===== config.mk =====
export PLATFORM = sky130hd
export DESIGN_NAME = evc_top
export DESIGN_NICKNAME = d
export VERILOG_FILES = /design/src/rtl/evc_pkg.sv /design/src/rtl/evc_top.sv /design/src/rtl/evc_step_acc.sv
export VERILOG_INCLUDE_DIRS = /design/src /design/src/rtl
export SDC_FILE = /design/constraint.sdc
export NUM_CORES = 1
export LEC_CHECK = 0
export CAP_MARGIN = 0
export CORE_MARGIN = 2
export CORE_UTILIZATION = 29
export DETAILED_ROUTE_END_ITERATION = 8
export DONT_BUFFER_PORTS = 1
export PLACE_DENSITY = 0.43
export SYNTH_ARGS = -nofsm -noshare
export SYNTH_HDL_FRONTEND = slang
export SYNTH_SLANG_ARGS = --single-unit

===== constraint.sdc =====
create_clock -name aclk -period 11.2 [get_ports aclk]
set_input_delay 3.36 -clock aclk [delete_from_list [all_inputs] [get_ports aclk]]
set_output_delay 3.36 -clock aclk [all_outputs]
set_load 0.01 [all_outputs]

===== src/rtl/evc_defs.svh =====
/*
  Offsets, field positions, reset values for the encoder velocity counter.
  Assumes byte addressing on a 32-bit AXI4-Lite register bus.
*/
`ifndef EVC_DEFS_SVH
`define EVC_DEFS_SVH
`define EVC_OFF_VELOCITY 8'h00
`define EVC_OFF_STATUS 8'h04
`define EVC_OFF_MASK 8'h08
`define EVC_OFF_CONTROL 8'h0C
`define EVC_BIT_WRAP 0
`define EVC_VEL_RESET 32'h0000_0000
`define EVC_POS_MAX 32'h7FFF_FFFF
`define EVC_NEG_MIN 32'h8000_0000
`endif


===== src/rtl/evc_pkg.sv =====
/*
  Types shared by the encoder velocity counter files.
  Assumes nothing beyond the defs header.
*/
package evc_pkg;
  typedef enum logic [1:0] {EVC_RD_IDLE, EVC_RD_RESP} evc_rd_state_t;
  typedef logic [31:0] evc_word_t;
endpackage : evc_pkg


===== src/rtl/evc_top.sv =====
/*
  Encoder velocity counter with AXI4-Lite register slave and interrupt.
  Assumes position step and direction come from counting logic on aclk.
*/
// The AXI4-Lite register port and the address map are this design's own decisions.
`timescale 1ns/1ns
`include "evc_defs.svh"
module evc_top
  import evc_pkg::*;
(
  // Clock, synchronous reset and clock enable
  input wire logic aclk,
  input wire logic aresetn,
  input wire logic ce,
  // Step strobe and direction from the position counting logic
  input wire logic pos_step,
  input wire logic pos_dir_fwd,
  // Inputs the count must ignore; the mode is only shown for reading
  input wire logic index_pulse,
  input wire logic [2:0] position_init_mode_select,
  // Write address, data and response channels
  input wire logic [7:0] s_axi_awaddr,
  input wire logic s_axi_awvalid,
  output logic s_axi_awready,
  input wire logic [31:0] s_axi_wdata,
  input wire logic [3:0] s_axi_wstrb,
  input wire logic s_axi_wvalid,
  output logic s_axi_wready,
  output logic [1:0] s_axi_bresp,
  output logic s_axi_bvalid,
  input wire logic s_axi_bready,
  // Read address and data channels
  input wire logic [7:0] s_axi_araddr,
  input wire logic s_axi_arvalid,
  output logic s_axi_arready,
  output logic [31:0] s_axi_rdata,
  output logic [1:0] s_axi_rresp,
  output logic s_axi_rvalid,
  input wire logic s_axi_rready,
  // Level interrupt
  output logic irq
);
  // Write channel holding registers
  logic aw_held_q;
  logic [7:0] aw_addr_q;
  logic w_held_q;
  logic [31:0] w_data_q;
  logic [3:0] w_strb_q;
  logic bvalid_q;
  logic [1:0] bresp_q;
  // Read channel state and data
  evc_rd_state_t rd_state_q;
  logic [31:0] rdata_q;
  logic [1:0] rresp_q;
  // Sticky wrap status and its interrupt enable
  logic status_q;
  logic mask_q;
  // Count and wrap pulse from the accumulator
  logic [31:0] vel_count;
  logic vel_wrap;

  // Write channel acceptance; ce gates the readies so that nothing
  // is accepted while the state is frozen
  wire aw_take = ce && s_axi_awvalid && !aw_held_q && !bvalid_q;
  wire w_take = ce && s_axi_wvalid && !w_held_q && !bvalid_q;
  wire wr_go = aw_held_q && w_held_q && !bvalid_q;
  wire b_done = bvalid_q && s_axi_bready;
  wire wr_vel = wr_go && aw_addr_q == `EVC_OFF_VELOCITY;
  wire wr_stat = wr_go && aw_addr_q == `EVC_OFF_STATUS;
  wire wr_mask = wr_go && aw_addr_q == `EVC_OFF_MASK;
  // Unmapped offsets answer SLVERR
  wire wr_ok = wr_vel || wr_stat || wr_mask ||
               (wr_go && aw_addr_q == `EVC_OFF_CONTROL);
  wire [31:0] strb_mask = {{8{w_strb_q[3]}}, {8{w_strb_q[2]}},
                           {8{w_strb_q[1]}}, {8{w_strb_q[0]}}};
  wire [31:0] vel_wval = (w_data_q & strb_mask) | (vel_count & ~strb_mask);

  // Read decode; address bits 1:0 are ignored as on the write side
  wire [7:0] ar_word = {s_axi_araddr[7:2], 2'b00};
  wire ar_take = ce && s_axi_arvalid && rd_state_q == EVC_RD_IDLE;
  wire rd_vel = ar_take && ar_word == `EVC_OFF_VELOCITY;
  wire rd_stat = ar_take && ar_word == `EVC_OFF_STATUS;
  wire rd_mask = ar_take && ar_word == `EVC_OFF_MASK;
  wire rd_ctl = ar_take && ar_word == `EVC_OFF_CONTROL;
  // Unmapped offsets read as zero
  wire [31:0] rd_mux = rd_vel ? vel_count :
                       rd_stat ? {31'h0000_0000, status_q} :
                       rd_mask ? {31'h0000_0000, mask_q} :
                       rd_ctl ? {29'h0000_0000, position_init_mode_select} :
                       32'h0000_0000;
  wire rd_ok = rd_vel || rd_stat || rd_mask || rd_ctl;

  // Clear on read; a same-cycle step survives. Index and mode are not wired in.
  // A write load wins over a step in the same cycle
  evc_step_acc #(
    .WIDTH(32)
  ) u_acc (
    .aclk(aclk),
    .aresetn(aresetn),
    .ce(ce),
    .step(pos_step),
    .dir_fwd(pos_dir_fwd),
    .clear(rd_vel),
    .load(wr_vel),
    .load_value(vel_wval),
    .count(vel_count),
    .wrap(vel_wrap)
  );

  // Write path registers
  always_ff @(posedge aclk)
  begin
    if (!aresetn)
    begin
      aw_held_q <= 1'b0;
      aw_addr_q <= 8'h00;
      w_held_q <= 1'b0;
      w_data_q <= 32'h0000_0000;
      w_strb_q <= 4'h0;
      bvalid_q <= 1'b0;
      bresp_q <= 2'b00;
    end
    else if (ce)
    begin
      if (aw_take)
      begin
        aw_held_q <= 1'b1;
        aw_addr_q <= {s_axi_awaddr[7:2], 2'b00};
      end
      if (w_take)
      begin
        w_held_q <= 1'b1;
        w_data_q <= s_axi_wdata;
        w_strb_q <= s_axi_wstrb;
      end
      if (wr_go)
      begin
        aw_held_q <= 1'b0;
        w_held_q <= 1'b0;
        bvalid_q <= 1'b1;
        bresp_q <= wr_ok ? 2'b00 : 2'b10;
      end
      else if (b_done)
      begin
        bvalid_q <= 1'b0;
      end
    end
  end

  // Read path state machine
  always_ff @(posedge aclk)
  begin
    if (!aresetn)
    begin
      rd_state_q <= EVC_RD_IDLE;
      rdata_q <= 32'h0000_0000;
      rresp_q <= 2'b00;
    end
    else if (ce)
    begin
      case (rd_state_q)
        EVC_RD_IDLE:
        begin
          if (ar_take)
          begin
            rd_state_q <= EVC_RD_RESP;
            rdata_q <= rd_mux;
            rresp_q <= rd_ok ? 2'b00 : 2'b10;
          end
        end
        EVC_RD_RESP:
        begin
          if (s_axi_rready)
          begin
            rd_state_q <= EVC_RD_IDLE;
          end
        end
        default:
        begin
          rd_state_q <= EVC_RD_IDLE;
        end
      endcase
    end
  end

  // Write one to clear the wrap flag; status and mask use byte lane 0 only
  wire wrap_clear = wr_stat && w_strb_q[0] && w_data_q[`EVC_BIT_WRAP];
  wire mask_load = wr_mask && w_strb_q[0];

  // Sticky wrap status, set wins over a same-cycle clear; mask is the enable
  always_ff @(posedge aclk)
  begin
    if (!aresetn)
    begin
      status_q <= 1'b0;
      mask_q <= 1'b0;
    end
    else if (ce)
    begin
      status_q <= vel_wrap || (status_q && !wrap_clear);
      if (mask_load)
      begin
        mask_q <= w_data_q[`EVC_BIT_WRAP];
      end
    end
  end

  // Interrupt while an enabled status bit is set
  assign irq = status_q && mask_q;

  // Readies are combinational, responses come from registers
  assign s_axi_awready = aw_take;
  assign s_axi_wready = w_take;
  assign s_axi_bvalid = bvalid_q;
  assign s_axi_bresp = bresp_q;
  assign s_axi_arready = ar_take;
  assign s_axi_rvalid = rd_state_q == EVC_RD_RESP;
  assign s_axi_rdata = rdata_q;
  assign s_axi_rresp = rresp_q;
endmodule : evc_top


===== src/rtl/evc_step_acc.sv =====
/*
  Signed step accumulator with wrap detection and clear.
  Assumes step strobes are synchronous to aclk.
*/
`timescale 1ns/1ns
`include "evc_defs.svh"
module evc_step_acc
  import evc_pkg::*;
#(
  parameter int WIDTH = 32
)
(
  input wire logic aclk,
  input wire logic aresetn,
  input wire logic ce,
  input wire logic step,
  input wire logic dir_fwd,
  input wire logic clear,
  input wire logic load,
  input wire logic [WIDTH-1:0] load_value,
  output logic [WIDTH-1:0] count,
  output logic wrap
);
  logic [WIDTH-1:0] count_q;
  logic [WIDTH-1:0] count_d;
  logic [WIDTH-1:0] base;
  logic [WIDTH-1:0] stepped;
  logic wrap_d;
  logic wrap_q;
  logic [WIDTH-1:0] max_pos;
  logic [WIDTH-1:0] min_neg;

  // Read clear restarts from zero but keeps a step taken in the same cycle
  assign max_pos = {1'b0, {(WIDTH-1){1'b1}}};
  assign min_neg = {1'b1, {(WIDTH-1){1'b0}}};
  assign base = clear ? '0 : count_q;
  assign stepped = dir_fwd ? base + 1'b1 : base - 1'b1;
  assign count_d = load ? load_value : (step ? stepped : base);
  // Wrap across the signed limits in either direction
  assign wrap_d = step && !load && ((dir_fwd && base == max_pos) ||
                  (!dir_fwd && base == min_neg));

  // Count register
  always_ff @(posedge aclk)
  begin
    if (!aresetn)
    begin
      count_q <= '0;
      wrap_q <= 1'b0;
    end
    else if (ce)
    begin
      count_q <= count_d;
      wrap_q <= wrap_d;
    end
  end

  assign count = count_q;
  assign wrap = wrap_q;
endmodule : evc_step_acc


**Word level (Yosys, flattened, before mapping)**

Index checks and enable logic that the tools add are counted.

- Word-level logic and storage cells: 107
- Output and inout port bits: 42
- Register bits after elaboration: 118

- Bitwise operators: 4
- Equal/unequal tests: 11
- $add $sub $neg: 2
- Reduce and logical (&&, ||, !) cells: 57
- Mux-type cells: 19

Operators with widths:

| kind | number |
|---|---|
| $mux W32 | 5 |
| $and A32 B32 Y32 | 2 |
| $add A32 B1 Y32 const B | 1 |
| $eq A32 B31 Y1 const B | 1 |
| $eq A32 B32 Y1 const B | 1 |
| $not A32 Y32 | 1 |
| $or A32 B32 Y32 | 1 |
| $sub A32 B1 Y32 const B | 1 |
| $logic_and A1 B1 Y1 | 28 |
| $eq A6 B2 Y1 const B | 4 |
| $logic_not A8 Y1 | 2 |
| $reduce_and A2 Y1 | 7 |
| $eq A6 B1 Y1 const B | 2 |
| $mux W3 | 3 |
| $logic_or A1 B1 Y1 | 8 |
| $mux W2 | 4 |
| $logic_not A1 Y1 | 6 |
| $mux W1 | 6 |
| $reduce_and A3 Y1 | 2 |
| $reduce_bool A2 Y1 | 3 |
| $pmux W2 S2 | 1 |
| $eq A2 B1 Y1 const B | 1 |
| $logic_not A2 Y1 | 1 |
| $ne A2 B1 Y1 const B | 1 |
| $ne A2 B2 Y1 const B | 1 |

**Logic depth before layout (Yosys ltp)**

- Depth after elaboration: 8
- Gate-level depth with buffers: 18
- Mapped depth without buffers: 14

**Hierarchy**

Synthesis repeated with hierarchy kept, for this count alone.

- Cell total of the unflattened synthesis: 987
- Area total of the unflattened synthesis: 7554.7 µm²

By module, submodules not included:

| module | times used | cells an instance | sequential area each (µm²) | area each (µm²) |
|---|---|---|---|---|
| evc_step_acc | 1 | 577 | 660.6 | 3858.7 |
| evc_top | 1 | 410 | 1641.6 | 3696.0 |

**Worst setup path before layout**

No wires, ideal clock.

- Path kind: input -> output
- Start point: in ce
- End point: out s_axi_wready
- Buffers on the path: 2
- Required time: 7.840 ns
- Setup slack: 3.145 ns
- Arrival time: 4.695 ns
- Stages: 7
- Cells stage by stage: buf_2 > inv_1 > nor2_1 > nand2_1 > or2_2 > inv_2 > buf_1

- Longest elaborated chain between the ends: 3

Ends and longest elaborated chain:

| item | line | text |
|---|---|---|
| start, declared | evc_top.sv:14 | `input wire logic ce,` |
| $logic_and A1 B1 Y1 (3 in a row) | evc_top.sv:65 | `wire w_take = ce && s_axi_wvalid && !w_held_q && !bvalid_q;` |
| end, declared | evc_top.sv:28 | `output logic s_axi_wready,` |

Every way passes these cells.

**Worst setup path after layout**

Same ends and word-level chain as after synthesis.

==> flow_summary_export.csv <==
group,metric,value,unit
cts,htreeDepth,4,
final_layout,fin_util,32.32,%
timing,setup_violations,0,
worst_setup_path,crit_path_start_kind,"input port",
logic_synthesis,synthFlopType,"dfxtp_1",
timing,finalCriticalPeriod,8.422,ns
place,post-dp-hpwl,18470,µm
worst_setup_path,cp-end-kind,"output port",
timing,maxSlewViolCount,0,
power,powerDensity,155.1,mW/mm²
cts,cts_sinks,115,
worst_setup_path,path_max_fanout,38,
cts,post_cts_buffers,0,
cts,cts-resized-gates,0,
place,gp_congestion,0.8943,
route,vias,7284,
status,status,"complete, no violations",
logic_synthesis,yosysWarnings,0,
logic_synthesis,synthArstFlopShare,0,%
final_layout,area_growth,9.204,%
place,io_buffers,0,
power,ir_drop,65.20,µV
power,p_leak,2.630,nW
worst_setup_path,cp_data_required_time,7.84,ns
die,dieArea,0.02617,mm²
worst_setup_path,critPathKind,"input port to output port",
die,die_x,161.8,µm
global_routing,grt_pass1_vias,6772,
cts,cts_made_buffers,17,
timing,slew_headroom,21.93,%
logic_synthesis,syn_inst,1006,
die,io_pins,108,
route,wl_per_cell,21.15,µm
cts,clk_pin_slew,0.06,ns
timing,hold_violations,0,
timing,max_freq,0.1187,GHz
global_routing,grt-ovfl-total,0,
final_layout,fill_cells,2735,
timing,rsz0062_at_grt,"no",
final_layout,final_common_cell,"nand2_1",
timing,worst_pin_slew,1.160,ns
cts,cts_tree,"yes",
global_routing,gr-usage-all-layers,20.54,%
die,rows,57,
global_routing,grt_pass1_wl,41680,µm
cts,cts-root-buf,"clkbuf_16",
logic_synthesis,ys_types,87,
die,chipHeight,161.8,µm
logic_synthesis,synth_edf_count,0,
route,vias_per_cell,5.704,
cts,clock_latency,0.43,ns
min_path,hold_class,"register to register",
job,maxCapViolCount,0,
route,wl,27010,µm
cts,hold_buffers,0,
logic_synthesis,synth_seq_cells,115,
worst_setup_path,crit_arrival,5.06,ns
cts,clock_tree.buffer_depth,2,
final_layout,most-common-layout-cells,"169 x nand2_1, 131 x a21oi_1, 115 x dfxtp_1",
logic_synthesis,syn_area_per_cell,7.175,µm²
logic_synthesis,ys_seq_area_share,31.89,%
timing,hold_slack,0.4548,ns
route,route.detailed.drc,0,
global_routing,grt_max_degree,93,
route,drtIter0Drc,819,
timing,finClkSkew,0.01174,ns
timing,setup_tns,0,ns
final_layout,nets,1015,
route,firstDrtPassIters,5,
logic_synthesis,synth_area,0.007218,mm²
timing,finalCritPeriodShare,75.20,%
route,ant_nets,0,
final_layout,antenna_cells,0,
die,start_util,29.59,%
final_layout,drive_above_1_share,7.870,%
die,core,0.02439,mm²
global_routing,antenna_found_initial,1,
-- synthesized netlist by cell type, drive strengths merged (4+ instances only) --
cell | n | area, µm²
a211oi | 12 | 90.09
a21o | 4 | 30.03
a21oi | 132 | 664.4
a221oi | 6 | 52.55
a22oi | 4 | 30.03
a311oi | 4 | 47.55
a31o | 4 | 35.03
a31oi | 15 | 93.84
and2 | 8 | 50.05
and3 | 11 | 68.82
buf | 31 | 163.9
clkbuf | 63 | 236.5
dfxtp | 115 | 2302
ha | 8 | 100.1
inv | 12 | 45.05
mux2i | 16 | 160.2
nand2 | 169 | 634.4
nand3 | 62 | 310.3
nand3b | 4 | 42.54
nand4 | 21 | 131.4
nor2 | 83 | 311.6
nor2b | 5 | 31.28
nor3 | 34 | 197.7
nor4 | 18 | 133.9
o211ai | 7 | 57.55
o21a | 7 | 52.55
o21ai | 54 | 285.3
o221ai | 8 | 70.07
o22ai | 7 | 50.05
o31ai | 8 | 78.82
or4 | 10 | 82.58
xnor2 | 6 | 52.55
xor2 | 6 | 52.55
-- cell families after synthesis --
kind of cell,Yosys count,share of synthesized area (%)
AOI/OAI and AO/OA,302,26.66
xor gates and xnor gates,12,1.456
adders and majority gates,8,1.387
buffers and inverters,107,6.223
DFF,115,31.89
muxes,20,2.999
other,1,0.05195
and+or+nand+nor,441,29.33
-- critical path, cell delays in order --
cell and delay, ns:
inv_1 0.09, nor2_1 0.33, nand2_1 0.08, or2_2 0.57, inv_2 0.61
-- through the flow --
stage,std cells,area [µm²],total power [mW],setup slack (ns)
after global placement,1246,7302,0.6770,2.749
final,1277,7883,1.223,2.778
after floorplan,1007,7222,0.6288,3.145
after detailed placement,1246,7302,0.6762,2.698
after global routing,1277,7883,1.282,2.547
after CTS,1277,7883,1.230,2.695
-- metal layers --
layer  track usage [%]  part of all wire, %
met2             28.07                   39
met4             5.792                  1.7
met3             4.673                  7.6
met1             31.67                   51
met5                 0                    0
-- power by group --
group	internal [mW]	switching, mW	total [mW]
Clock	0.329	0.222	0.550
Combinational	0.0790	0.128	0.208
Sequential	0.427	0.0378	0.465
-- final timing paths --
kind	start	end	slack, ns	depth (start not counted)
worst max-delay path	ce	s_axi_wready	2.78	5
worst min-delay path	w_data_q[21]$_SDFFE_PN0P_	w_data_q[21]$_SDFFE_PN0P_	0.45	2
worst min register to register	w_data_q[21]$_SDFFE_PN0P_	w_data_q[21]$_SDFFE_PN0P_	0.45	2
worst max register to register	rd_state_q[0]$_SDFFE_PN0P_	register	6.62	15
-- cell type report --
type	count	area (µm²)	share of cell area, %
Sequential cell	115	2302	29.21
Multi-Input combinational cell	785	4478	56.81
Clock inverter	14	155.1	1.968
Timing Repair Buffer	9	67.56	0.8571
Tap cell	324	405.4	5.143
Clock buffer	17	425.4	5.397
Inverter	13	48.80	0.6190
Power figures use the tool's default switching activity.
